### config.mk
export PLATFORM = sky130hd
export DESIGN_NAME = flash_pin_interface
export DESIGN_NICKNAME = d
export VERILOG_FILES = /design/src/pkg/flash_pin_pkg.sv /design/src/rtl/flash_pin_interface.sv /design/src/rtl/pin_sync.sv
export SDC_FILE = /design/constraint.sdc
export NUM_CORES = 1
export LEC_CHECK = 0
export ABC_AREA = 1
export CORE_UTILIZATION = 40
export CTS_BUF_LIST = sky130_fd_sc_hd__clkbuf_4 sky130_fd_sc_hd__clkbuf_8
export DETAILED_ROUTE_END_ITERATION = 8
export DONT_BUFFER_PORTS = 1
export GPL_TIMING_DRIVEN = 0
export REMOVE_ABC_BUFFERS = 1
export SYNTH_ARGS = -nofsm -noshare
export SYNTH_HDL_FRONTEND = slang
export SYNTH_HIERARCHICAL = 1
export SYNTH_SLANG_ARGS = --single-unit
### constraint.sdc
create_clock -name clock -period 2.1 [get_ports clock]
set_input_delay 0.21 -clock clock [delete_from_list [all_inputs] [get_ports clock]]
set_output_delay 0.21 -clock clock [all_outputs]
set_load 0.02 [all_outputs]
### src/pkg/flash_pin_pkg.sv
// constants and types shared by the serial flash pin interface
// assumes one system clock; every pin reaches logic through two flip-flops
//
// Summary of operation
// - in single-line output the bit on data line one changes on each falling serial clock edge.
// - data line one turns into an input during dual or quad input phases and quad page program.
// - command, address and program data bits are taken from data line zero on rising edges.
// - data line zero is driven as an output while dual or quad read data is returned.
// - chip select high deselects the device and floats its outputs; low means active power.
// - standby is entered once deselected and no program, erase or register write is busy.
// - pause low with chip select low floats the output and ignores data and clock edges.
// - write-protect low blocks program and erase of the region named by the protected area bits.
// - in quad transfers the pause and write-protect pins are driven as data lines three and two.
// - with the four-lane enable set, protect and pause pins act only as data lines two and three.
// - clock modes 0 and 3 are both served: sample on rising, shift out on falling edges.
// - every transfer is organised in whole bytes of eight bits.
package flash_pin_pkg;

    // ----------------------------------------------------------------
    // lane modes
    // ----------------------------------------------------------------
    typedef enum logic [1:0] {
        lane_single,
        lane_dual,
        lane_quad
    } lane_mode_e;

    // ----------------------------------------------------------------
    // sizes and reset values
    // ----------------------------------------------------------------
    localparam int unsigned byte_bits = 8;
    localparam int unsigned sync_stages = 2;
    localparam logic [3:0] bit_count_rst = 4'h0;
    localparam logic [7:0] byte_rst = 8'h00;
    localparam logic [3:0] lines_rst = 4'h0;
    localparam logic select_idle = 1'b1;
    localparam logic clock_idle = 1'b0;
    localparam logic [3:0] full_byte = 4'h8;
    localparam logic [1:0] settle_rst = 2'h0;
    localparam logic [1:0] settle_done = 2'(sync_stages);

endpackage

### src/rtl/flash_pin_interface.sv
// pin-level shifter of a serial flash: chip select framing, pause, write protect, lanes
// assumes a command layer beside it chooses lane mode and direction per byte
module flash_pin_interface (
    input wire logic clock,
    input wire logic rst_n,
    input wire logic serial_clock,
    input wire logic chip_select_n,
    input wire logic [3:0] data_lines_in,
    output logic [3:0] data_lines_out,
    output logic [3:0] data_lines_oe,
    input wire logic quad_pin_enable,
    input wire flash_pin_pkg::lane_mode_e lane_mode,
    input wire logic drive_out,
    input wire logic [7:0] tx_byte,
    output logic tx_take,
    output logic [7:0] rx_byte,
    output logic rx_valid,
    output logic frame_open,
    output logic active_power,
    input wire logic write_busy,
    output logic standby,
    input wire logic [2:0] protected_area_bits,
    input wire logic target_in_protected,
    output logic modify_blocked
);

    typedef struct packed {
        logic sck_prev;
        logic armed;
        logic [1:0] settle;
        logic [7:0] rx_sh;
        logic [3:0] rx_cnt;
        logic [7:0] rx_byte;
        logic rx_valid;
        logic [7:0] tx_sh;
        logic [3:0] tx_cnt;
        logic tx_take;
        logic [3:0] out;
        logic [3:0] oe;
    } state_s;

    state_s s_q;
    state_s s_d;
    logic sck_s;
    logic cs_n_s;
    logic [3:0] io_s;
    logic rise;
    logic fall;
    logic selected;
    logic hold_active;
    logic quad_ok;
    logic settled;
    flash_pin_pkg::lane_mode_e mode;

    // ----------------------------------------------------------------
    // helpers
    // ----------------------------------------------------------------
    function automatic logic [3:0] lanes(input flash_pin_pkg::lane_mode_e m);
        unique case (m)
            flash_pin_pkg::lane_single: lanes = 4'h1;
            flash_pin_pkg::lane_dual: lanes = 4'h2;
            flash_pin_pkg::lane_quad: lanes = 4'h4;
            default: lanes = 4'h1;
        endcase
    endfunction

    function automatic logic [7:0] shift_in(input logic [7:0] sh, input logic [3:0] io,
                                            input flash_pin_pkg::lane_mode_e m);
        unique case (m)
            flash_pin_pkg::lane_dual: shift_in = {sh[5:0], io[1:0]};
            flash_pin_pkg::lane_quad: shift_in = {sh[3:0], io[3:0]};
            default: shift_in = {sh[6:0], io[0]};
        endcase
    endfunction

    function automatic logic [3:0] lane_bits(input logic [7:0] b,
                                             input flash_pin_pkg::lane_mode_e m);
        unique case (m)
            flash_pin_pkg::lane_dual: lane_bits = {2'b00, b[7:6]};
            flash_pin_pkg::lane_quad: lane_bits = b[7:4];
            default: lane_bits = {2'b00, b[7], 1'b0};
        endcase
    endfunction

    // output enables per mode; line one is an input while not driving
    function automatic logic [3:0] lane_oe(input flash_pin_pkg::lane_mode_e m);
        unique case (m)
            flash_pin_pkg::lane_dual: lane_oe = 4'b0011;
            flash_pin_pkg::lane_quad: lane_oe = 4'b1111;
            default: lane_oe = 4'b0010;
        endcase
    endfunction

    // ----------------------------------------------------------------
    // pin synchronisers
    // ----------------------------------------------------------------
    pin_sync #(
        .width(6),
        .rst_value({flash_pin_pkg::select_idle, flash_pin_pkg::clock_idle, 4'h0})
    ) u_sync (
        .clock(clock),
        .rst_n(rst_n),
        .pins({chip_select_n, serial_clock, data_lines_in}),
        .levels({cs_n_s, sck_s, io_s})
    );

    // ----------------------------------------------------------------
    // decode of pins and modes
    // ----------------------------------------------------------------
    // synced edges: serial clock limited to about a sixth of clock
    assign rise = sck_s && !s_q.sck_prev;
    assign fall = !sck_s && s_q.sck_prev;
    assign quad_ok = quad_pin_enable;
    // quad request without the pin enable falls back to one lane
    assign mode = (lane_mode == flash_pin_pkg::lane_quad && !quad_ok) ?
                  flash_pin_pkg::lane_single : lane_mode;
    assign selected = !cs_n_s && s_q.armed;
    assign hold_active = !cs_n_s && !io_s[3] && !quad_ok;

    // ----------------------------------------------------------------
    // settling after reset
    // ----------------------------------------------------------------
    // the synchroniser shows its reset level first; arming on it would
    // treat a select held low through reset as a real falling edge
    assign settled = s_q.settle == flash_pin_pkg::settle_done;

    // ----------------------------------------------------------------
    // next state
    // ----------------------------------------------------------------
    always_comb begin
        s_d = s_q;
        s_d.sck_prev = sck_s;
        s_d.rx_valid = 1'b0;
        s_d.tx_take = 1'b0;
        if (!settled) begin
            s_d.settle = s_q.settle + 2'h1;
        end
        if (cs_n_s) begin
            // a partial byte is dropped when select rises
            s_d.armed = s_q.armed || settled;
            s_d.rx_cnt = flash_pin_pkg::bit_count_rst;
            s_d.tx_cnt = flash_pin_pkg::bit_count_rst;
            s_d.oe = flash_pin_pkg::lines_rst;
        end else if (!s_q.armed) begin
            // select held low through reset: wait for it to rise
            s_d.oe = flash_pin_pkg::lines_rst;
        end else if (hold_active) begin
            // counters freeze, so the byte resumes where it stopped
            s_d.oe = flash_pin_pkg::lines_rst;
        end else begin
            if (rise) begin
                s_d.rx_sh = shift_in(s_q.rx_sh, io_s, mode);
                s_d.rx_cnt = s_q.rx_cnt + lanes(mode);
                if (s_d.rx_cnt == flash_pin_pkg::full_byte) begin
                    s_d.rx_cnt = flash_pin_pkg::bit_count_rst;
                    s_d.rx_byte = s_d.rx_sh;
                    s_d.rx_valid = !drive_out;
                end
            end
            // mode 3 opens with a fall, which loads the first bits of tx_byte only if drive_out is already set
            if (!drive_out) begin
                s_d.oe = flash_pin_pkg::lines_rst;
                s_d.tx_cnt = flash_pin_pkg::bit_count_rst;
            end else if (fall) begin
                // one byte is fetched per eight bits, so tx_byte must be valid by the first fall of each byte
                if (s_q.tx_cnt == flash_pin_pkg::bit_count_rst) begin
                    s_d.out = lane_bits(tx_byte, mode);
                    s_d.tx_sh = tx_byte << lanes(mode);
                    s_d.tx_take = 1'b1;
                end else begin
                    s_d.out = lane_bits(s_q.tx_sh, mode);
                    s_d.tx_sh = s_q.tx_sh << lanes(mode);
                end
                s_d.tx_cnt = s_q.tx_cnt + lanes(mode);
                if (s_d.tx_cnt == flash_pin_pkg::full_byte) begin
                    s_d.tx_cnt = flash_pin_pkg::bit_count_rst;
                end
                s_d.oe = lane_oe(mode);
            end
        end
    end

    // ----------------------------------------------------------------
    // state register
    // ----------------------------------------------------------------
    always_ff @(posedge clock or negedge rst_n) begin
        if (!rst_n) begin
            s_q <= '{sck_prev: flash_pin_pkg::clock_idle,
                     armed: 1'b0,
                     settle: flash_pin_pkg::settle_rst,
                     rx_sh: flash_pin_pkg::byte_rst,
                     rx_cnt: flash_pin_pkg::bit_count_rst,
                     rx_byte: flash_pin_pkg::byte_rst,
                     rx_valid: 1'b0,
                     tx_sh: flash_pin_pkg::byte_rst,
                     tx_cnt: flash_pin_pkg::bit_count_rst,
                     tx_take: 1'b0,
                     out: flash_pin_pkg::lines_rst,
                     oe: flash_pin_pkg::lines_rst};
        end else begin
            s_q <= s_d;
        end
    end

    // ----------------------------------------------------------------
    // outputs
    // ----------------------------------------------------------------
    assign data_lines_out = s_q.out;
    assign data_lines_oe = s_q.oe;
    assign tx_take = s_q.tx_take;
    assign rx_byte = s_q.rx_byte;
    assign rx_valid = s_q.rx_valid;
    // status levels are combinational from synced pins
    assign frame_open = selected;
    assign active_power = !cs_n_s || write_busy;
    assign standby = cs_n_s && !write_busy;
    // protection needs the pin function, so quad_pin_enable disables it whatever the lane mode
    assign modify_blocked = !io_s[2] && !quad_ok && (protected_area_bits != 3'h0)
                            && target_in_protected;

endmodule // flash_pin_interface

### src/rtl/pin_sync.sv
// two-stage synchroniser for a group of pin levels
// assumes the levels are slow against the clock; a pulse shorter than one cycle can be lost
module pin_sync #(
    parameter int unsigned width = 1,
    parameter logic [width-1:0] rst_value = '0
) (
    input wire logic clock,
    input wire logic rst_n,
    input wire logic [width-1:0] pins,
    output logic [width-1:0] levels
);

    logic [width-1:0] meta_q;
    logic [width-1:0] levels_q;

    // ----------------------------------------------------------------
    // first stage read only by the second
    // ----------------------------------------------------------------
    always_ff @(posedge clock or negedge rst_n) begin
        if (!rst_n) begin
            meta_q <= rst_value;
            levels_q <= rst_value;
        end else begin
            meta_q <= pins;
            levels_q <= meta_q;
        end
    end

    assign levels = levels_q;

endmodule // pin_sync

After elaboration in Yosys (flattened, before gate mapping)
Cells that the tools add are included.
{"block": "totals", "elab_cells": 106, "regBits": 57, "inputBits": 25, "output_inout_bits": 22}
{"block": "op_classes", "n_shift": 2, "n_mux": 47, "bitwise_logic": 2, "n_reduce_logical": 29, "n_addsub": 3, "eq_ne": 9}
{"op": "4-bit two-way mux", "n": 30}
{"op": "30-bit two-way mux", "n": 2}
{"op": "13-bit two-way mux", "n": 2}
{"op": "4-bit one-hot mux with 2 select lines", "n": 3}
{"op": "21-bit two-way mux", "n": 1}
{"op": "8-bit two-way mux", "n": 2}
{"op": "8-bit one-hot mux with 2 select lines", "n": 1}
{"op": "8-bit by 4-bit left shift with 8-bit output", "n": 2}
{"op": "1-bit logical AND", "n": 10}
{"op": "5-bit two-way mux", "n": 2}
{"op": "5-bit AND reduction", "n": 2}
{"op": "9-bit two-way mux", "n": 1}
{"op": "4-bit adder", "n": 2}
{"op": "4-bit equality test (second input constant)", "n": 2}
{"op": "1-bit zero test", "n": 8}
{"op": "2-bit equality test (second input constant)", "n": 3}
{"op": "3-bit one-hot mux with 2 select lines", "n": 1}
{"op": "3-bit AND reduction", "n": 2}
{"op": "5-bit by 2-bit != test with 1-bit output (second input constant)", "n": 1}
{"op": "4-bit zero test", "n": 1}
{"op": "4-bit AND reduction", "n": 1}
{"op": "2-bit nonzero test", "n": 2}
{"op": "3-bit by 1-bit != test with 1-bit output (second input constant)", "n": 1}
{"op": "3-bit nonzero test", "n": 1}
{"op": "other kinds (7)", "n": 9}

Logic depth before layout (Yosys ltp)
Gate-level depths: netlist of the first run.
{"block": "depth", "ltp_word": 18, "depth_mapped": 13, "mapped_depth_nobuf": 12}

Hierarchy
The synthesis of the first run kept the hierarchy.
{"module": "flash_pin_interface", "cells_per_inst": 340, "area_each_um2": 2687.6, "seq_area_each_um2": 1101.1, "instances": 1}
{"module": "pin_sync", "cells_per_inst": 12, "area_each_um2": 302.8, "seq_area_each_um2": 302.8, "instances": 1}

Worst setup path after synthesis of the first run
OpenSTA, ideal clock, no wires.
{"block": "synth_path", "path_kind": "input port to flip-flop", "start": "input port lane_mode[1]", "end": "register s_q, in the netlist rx_byte[0]", "required_ps": 2035, "slack_ps": 111, "arrival_ps": 1924, "stages": 13, "setup_time_ps": 65, "path_buffers": 1, "cell_sequence": "inv_2 -> nand2_4 -> inv_2 -> nor2_4 -> buf_6 -> ha_1 -> inv_1 -> fa_1 -> xor2_1 -> nand3_1 -> a21oi_2 -> nand3_1 -> nand2_1"}
{"block": "synth_via", "elab_chain_len": 12, "elab_cells_between_ends": 13, "classes_between": "add/sub (1); eq/ne (4); mux (6); reduce/logical (2)"}
{"element": "start: declaration", "line": "flash_pin_interface.sv:12", "source": "input wire flash_pin_pkg::lane_mode_e lane_mode,"}
{"element": "2-bit equality test", "line": "flash_pin_interface.sv:115", "source": "assign mode = (lane_mode == flash_pin_pkg::lane_quad && !quad_ok) ?"}
{"element": "1-bit logical AND", "line": "flash_pin_interface.sv:115"}
{"element": "2-bit two-way mux *", "line": "flash_pin_interface.sv:115"}
{"element": "2-bit equality test or 2-bit by 1-bit equality test with 1-bit output (tied branches)", "line": "flash_pin_interface.sv:59", "source": "unique case (m)"}
{"element": "3-bit one-hot mux with 2 select lines *", "line": "flash_pin_interface.sv:59"}
{"element": "4-bit two-way mux *", "line": "flash_pin_interface.sv:151", "source": "if (rise) begin"}
{"element": "4-bit two-way mux *", "line": "flash_pin_interface.sv:147", "source": "end else if (hold_active) begin"}
{"element": "4-bit two-way mux *", "line": "flash_pin_interface.sv:144", "source": "end else if (!s_q.armed) begin"}
{"element": "4-bit two-way mux *", "line": "flash_pin_interface.sv:138", "source": "if (cs_n_s) begin"}
{"element": "4-bit adder *", "line": "flash_pin_interface.sv:153", "source": "s_d.rx_cnt = s_q.rx_cnt + lanes(mode);"}
{"element": "4-bit equality test *", "line": "flash_pin_interface.sv:154", "source": "if (s_d.rx_cnt == flash_pin_pkg::full_byte) begin"}
{"element": "5-bit AND reduction (no line) *"}
{"element": "end signal: assignment", "line": "flash_pin_interface.sv:188", "source": "s_q <= '{sck_prev: flash_pin_pkg::clock_idle,"}
{"element": "end: declaration", "line": "flash_pin_interface.sv:42", "source": "state_s s_q;"}
Every way passes the cells marked *; elsewhere a longest branch is shown, timed or not. The select of a mux whose other input is x is not followed.
A chain may end at the register's enable or synchronous reset.

==> metrics.txt, run 1 <==
Crit-path slowest cell=fa_1; htree depth=2; Core Area=7250 µm²; average size of a mapped cell=8.50 µm²; largest cells by area after synthesis=dfrtp_1 (45%), nand2_1 (12%), nand3_1 (5.7%), inv_1 (4.9%), buf_4 (4.8%); crit path max fanout=9; CTS tree=built; Initial DRT Pass Iterations=4; final WL=5.99 mm; Arr. time, crit path=2150 ps; Buf+Inv Stages, Crit Path=1; Vias per Instance=4.86; All-Layer GR Usage=0.168; clock latency on the worst-skew pair=310 ps; routed length per placed instance=13.5 µm; area leader, netlist=dfrtp_1; Initial Util=0.412; Cells after Synth=352; Detailed Place HPWL=4.14 mm; wire length on met1=2.81 mm; Fin. Hold Viols=0; DR vias=2,163; root buffer cell=clkbuf_8; total gr overflow=0; crit path capture type=flip-flop; number of buffers created by CTS=5; final hold slack=130 ps; Final Critical Period=1920 ps; largest net degree at the start of global routing=57; Max Clock Skew=7.17 ps; port bufs=0; delay-heaviest family, CP=simple AND/OR/NAND/NOR gates; Seq cells post-synth=56; vias in the first global route=2,145; clk slew on worst S/H paths=100 ps; share of flip-flops with an asynchronous set or reset=1.00; CP Cell Sequence=ha_1, inv_1, fa_1, xor2_1, nand3_1, nand3b_4, nor2_1; DIE HEIGHT=88.5 µm; Most used DFF post-synth=dfrtp_1; worst path required time=2330 ps; met2 wire length=2.81 mm; kind of critical path=reg2reg; Max-Slew Margin vs Limit=0.664; Yosys warnings=6; Post-Syn Area=2990 µm²; area added between synthesis and finish=5.10%; post-route setup slack=184 ps; Leak=1.58 nW; initial antenna violation count=0; Setup WS pre-CTS=-527 ps; power density cells=715 nW/µm²; Residual DRC=0; period utilization=0.912; die width=88.5 µm; Startpoint Class=flip-flop; Max Fclk=522 MHz; total power=2.25 mW; Post-synth top cells=nand2_1 (97), dfrtp_1 (54), inv_1 (39), nand3_1 (34), nor2_1 (21); Clock Tree Buf Depth=2; Top Metal Used=met4; share of layout cells above drive strength 1=0.107; final RePlAce weighted congestion=0.826; status=finished clean; Worst-Margin Slew=499 ps; met3 wire len=304 µm; die area=7830 µm²; Post-DRT Antenna Nets=0; Yosys top cell area share=0.452; Setup TNS=0 ps; EDFF count, synth=0; DRT iter0 DRCs=93; clock sinks=56; Final #Nets=379; ANT cells=0; num rows=31; first-pass GRT wire length=9.98 mm; worst hold-check path type=in2reg; IR drop worst, VDD=0.304 mV; Final setup viols=0; RSZ-0062 raised after global routing=false; final count of pins violating max slew=0; max_cap viols=0; peak per-stage delay on the critical path=370 ps; Netlist cell types=33; I/O pin total=47; post-synthesis sequential area ratio=0.469; leading cell type by number of instances after synthesis=nand2_1
[power breakdown]
group	leakage [nW]	internal (mW)	switching, mW
registers	0.714	1.19	0.0829
clock network	0.0510	0.265	0.360
logic	0.813	0.130	0.222
[routing by layer]
layer	vias up	track usage
met5	-	0
met4	0	0.0484
met3	7	0.0373
met2	45	0.290
met1	1025	0.211
li1	1086	-
[stage by stage]
| stage | cells | cell area (µm²) | utilization |
|---|---|---|---|
| after floorplan | 328 | 2800 | - |
| after global placement | 427 | 2930 | 0.404 |
| after detailed placement | 427 | 2930 | 0.404 |
| after CTS | 445 | 3140 | 0.432 |
| after global routing | 445 | 3140 | 0.433 |
| final | 445 | 3140 | 0.433 |
[final timing paths]
check | end | from | cells after the start | slack (ps)
setup / recovery | rx_valid$_DFF_PN0_ | s_q[30]$_DFFE_PN0P_ | 7 | 180
hold / removal | data_lines_out[3]$_DFFE_PN0P_ | drive_out | 2 | 130
setup reg to reg | rx_valid$_DFF_PN0_ | s_q[30]$_DFFE_PN0P_ | 7 | 180
hold reg to reg | u_sync/levels[3]$_DFF_PN0_ | u_sync/meta_q[3]$_DFF_PN0_ | 0 | 350
max in group asynchronous | u_sync/meta_q[5]$_DFF_PN1_ | rst_n | 2 | 1360
min in group asynchronous | data_lines_out[1]$_DFFE_PN0P_ | rst_n | 2 | 430
[cell usage in the layout (no fill, tap or decap), types with 6 or more instances in the layout]
master,n
nor2_4,6
o22ai_1,7
o21ai_1,10
nor2_1,21
inv_2,6
o21ai_0,14
inv_1,39
dfrtp_1,54
nand2_1,97
nand3_1,34
dlygate4sd3_1,8
ha_1,7
clkbuf_8,6
[worst reg2reg max path, delay by kind of cell, from the launching register on]
family                     cells  cell delay [ps]
xor gates and xnor gates       1              210
adders and majority gates      2              550
buffers and inverters          1               60
DFF                            1              360
and+or+nand+nor                3              660
[logic make-up after synthesis]
| logic type | share of synthesized area |
|---|---|
| AND/OR/NAND/NOR | 0.286 |
| buffers and inverters | 0.119 |
| adder cells (fa/ha/maj) | 0.0427 |
| flip-flops | 0.469 |
| AO/OA/AOI/OAI | 0.0745 |
| XOR/XNOR | 0.00879 |
[sequential cells by signal (all words and copies together), names as in the netlist, named ones only]
name	cells
u_sync/meta_q	6
tx_take	1
data_lines_oe	3
rx_valid	1
u_sync/levels	6
data_lines_out	4
rx_byte	8
s_q	26
[area by class of cell]
type	count	area [µm²]
timing repair buffer	10	115
clock buffer	6	82.6
fill	732	4110
inverter	45	169
tap	99	124
clock inverter	2	10.0
sequential	56	1400
multi-input combinational	227	1240
[repair_timing]
| action | 4_1_cts | 5_1_grt |
|---|---|---|
| endpoints found under the hold margin | 63 | 0 |
| resized for setup | 0 | 1 |
| buffers inserted | 1 | 0 |
| hold buffers | 9 | 0 |
| gates cloned | 0 | 0 |
| endpoints found under the setup margin | 9 | 2 |
| pin swaps | 1 | 0 |
Power figures use the tool's default switching activity.
==> run 2, diff against run 1 <==
--- a/config.mk
+++ b/config.mk
@@ -8,9 +8,11 @@
 export ABC_AREA = 1
 export CORE_UTILIZATION = 40
 export CTS_BUF_LIST = sky130_fd_sc_hd__clkbuf_4 sky130_fd_sc_hd__clkbuf_8
+export CTS_CLUSTER_SIZE = 12
 export DETAILED_ROUTE_END_ITERATION = 8
 export DONT_BUFFER_PORTS = 1
 export GPL_TIMING_DRIVEN = 0
+export RECOVER_POWER = 25
 export REMOVE_ABC_BUFFERS = 1
 export SYNTH_ARGS = -nofsm -noshare
 export SYNTH_HDL_FRONTEND = slang
==> metrics.txt, run 2 (same netlist as run 1, synthesis figures left out) <==
Startpoint Class=flip-flop (unchanged); crit path capture type=flip-flop (unchanged); status=finished clean (unchanged); max FFs per register=26 (unchanged); final WL=6.00 mm (was 5.99 mm); htree depth=2 (unchanged); Max-Slew Margin vs Limit=0.0527 (was 0.664); final core utilization=0.430 (was 0.433); Initial Util=0.412 (unchanged); DR vias=2,148 (was 2,163); wire length on met1=2.85 mm (was 2.81 mm); Max Fclk=520 MHz (was 522 MHz); Top Metal Used=met4 (unchanged); clock latency on the worst-skew pair=310 ps (about the same); clock sinks=56 (unchanged); vias in the first global route=2,145 (unchanged); worst path required time=2330 ps (about the same); Leak=1.57 nW (was 1.58 nW); most frequent cells in the layout=nand2_1 (97), dfrtp_1 (54), inv_1 (39) (unchanged); Arr. time, crit path=2150 ps (about the same); DIE HEIGHT=88.5 µm (unchanged); port bufs=0 (unchanged); die area=7830 µm² (unchanged); period utilization=0.915 (was 0.912); Final Critical Period=1920 ps (about the same); Final #Nets=379 (unchanged); commonest non-fill, non-tap cell in the layout=nand2_1 (unchanged); routed length per placed instance=13.5 µm (about the same); Residual DRC=0 (unchanged); Post-Layout Cell Count=445 (unchanged); Post-DRT Antenna Nets=0 (unchanged); Final setup viols=0 (unchanged); peak per-stage delay on the critical path=370 ps (about the same); Setup TNS=0 ps (unchanged); Detailed Place HPWL=4.14 mm (unchanged); area added between synthesis and finish=4.35% (was 5.10%); met2 wire length=2.81 mm (about the same); DRT iter0 DRCs=100 (was 93); Largest Register=s_q (unchanged); Core Area=7250 µm² (unchanged); total gr overflow=0 (unchanged); Clock Tree Buf Depth=2 (unchanged); ANT cells=0 (unchanged); share of layout cells above drive strength 1=0.107 (unchanged); Crit-path slowest cell=fa_1 (unchanged); power density cells=718 nW/µm² (was 715 nW/µm²); delay-heaviest family, CP=simple AND/OR/NAND/NOR gates (unchanged); final count of pins violating max slew=0 (unchanged); dpl cell area=2930 µm² (unchanged); Cells after DPL=427 (unchanged); initial antenna violation count=0 (unchanged); Worst-Margin Slew=1420 ps (was 499 ps); Initial DRT Pass Iterations=5 (was 4); largest net degree at the start of global routing=57 (unchanged); clk slew on worst S/H paths=100 ps (about the same); final RePlAce weighted congestion=0.826 (unchanged); All-Layer GR Usage=0.168 (unchanged); crit path max fanout=9 (unchanged); die width=88.5 µm (unchanged); kind of critical path=reg2reg (unchanged); IR drop worst, VDD=0.304 mV (about the same); Post-Layout Inst Area=3120 µm² (was 3140 µm²); max_cap viols=0 (unchanged); Fin. Hold Viols=0 (unchanged); CP Cell Sequence=ha_1, inv_1, fa_1, xor2_1, nand3_1, nand3b_4, nor2_1 (unchanged); num rows=31 (unchanged); Buf+Inv Stages, Crit Path=1 (unchanged); worst hold-check path type=in2reg (unchanged); I/O pin total=47 (unchanged); CTS tree=built (unchanged); met3 wire len=282 µm (was 304 µm); Vias per Instance=4.83 (was 4.86); RSZ-0062 raised after global routing=false (unchanged); first-pass GRT wire length=9.98 mm (unchanged); Max Clock Skew=7.24 ps (was 7.17 ps); number of buffers created by CTS=5 (unchanged); root buffer cell=clkbuf_8 (unchanged)
[run 2: path summary, 6_finish.rpt]
kind,slack (ps),cells after the start,to,from
setup / recovery,180,7,rx_valid$_DFF_PN0_,s_q[30]$_DFFE_PN0P_
hold / removal,120,2,data_lines_out[3]$_DFFE_PN0P_,drive_out
setup reg to reg,180,7,rx_valid$_DFF_PN0_,s_q[30]$_DFFE_PN0P_
hold reg to reg,350,0,u_sync/levels[3]$_DFF_PN0_,u_sync/meta_q[3]$_DFF_PN0_
max in group asynchronous,440,2,s_q[31]$_DFFE_PN0P_,rst_n
min in group asynchronous,780,2,asynchronous set/reset pin,rst_n
[run 2: cell type report]
class	count	area (µm²)
Fill cell	735	4130
Sequential cell	56	1400
Inverter	45	169
Clock inverter	2	10.0
Tap cell	99	124
Clock buffer	6	82.6
Timing Repair Buffer	10	92.6
Multi-Input combinational cell	227	1240
[run 2: through the flow]
step | power (mW) | worst slack, ps | hold slack, ps
global route | 2.38 | 66.6 | 162
CTS | 2.27 | 99.9 | 130
floorplan | 1.53 | 28.0 | -85.6
global placement | 1.59 | -479 | -84.2
finish | 2.24 | 178 | 125
detailed placement | 1.60 | -527 | -84.1
[run 2: what timing repair did]
item	CTS	global route
endpoints found under the setup margin	9	2
buffers inserted	1	0
hold buffers	9	0
gates resized for setup	0	1
pin swaps	1	0
hold endpoints to repair	63	0
[run 2: where the power goes]
| group | leakage (nW) | internal [mW] | switching (mW) |
|---|---|---|---|
| clock network | 0.0510 | 0.265 | 0.360 |
| registers | 0.714 | 1.19 | 0.0826 |
| logic | 0.804 | 0.125 | 0.221 |
[run 2: routing by layer]
metal	global-route usage	up-vias
met5	0	-
met4	0.0484	0
met3	0.0373	7
met2	0.290	42
met1	0.211	1012
li1	-	1087
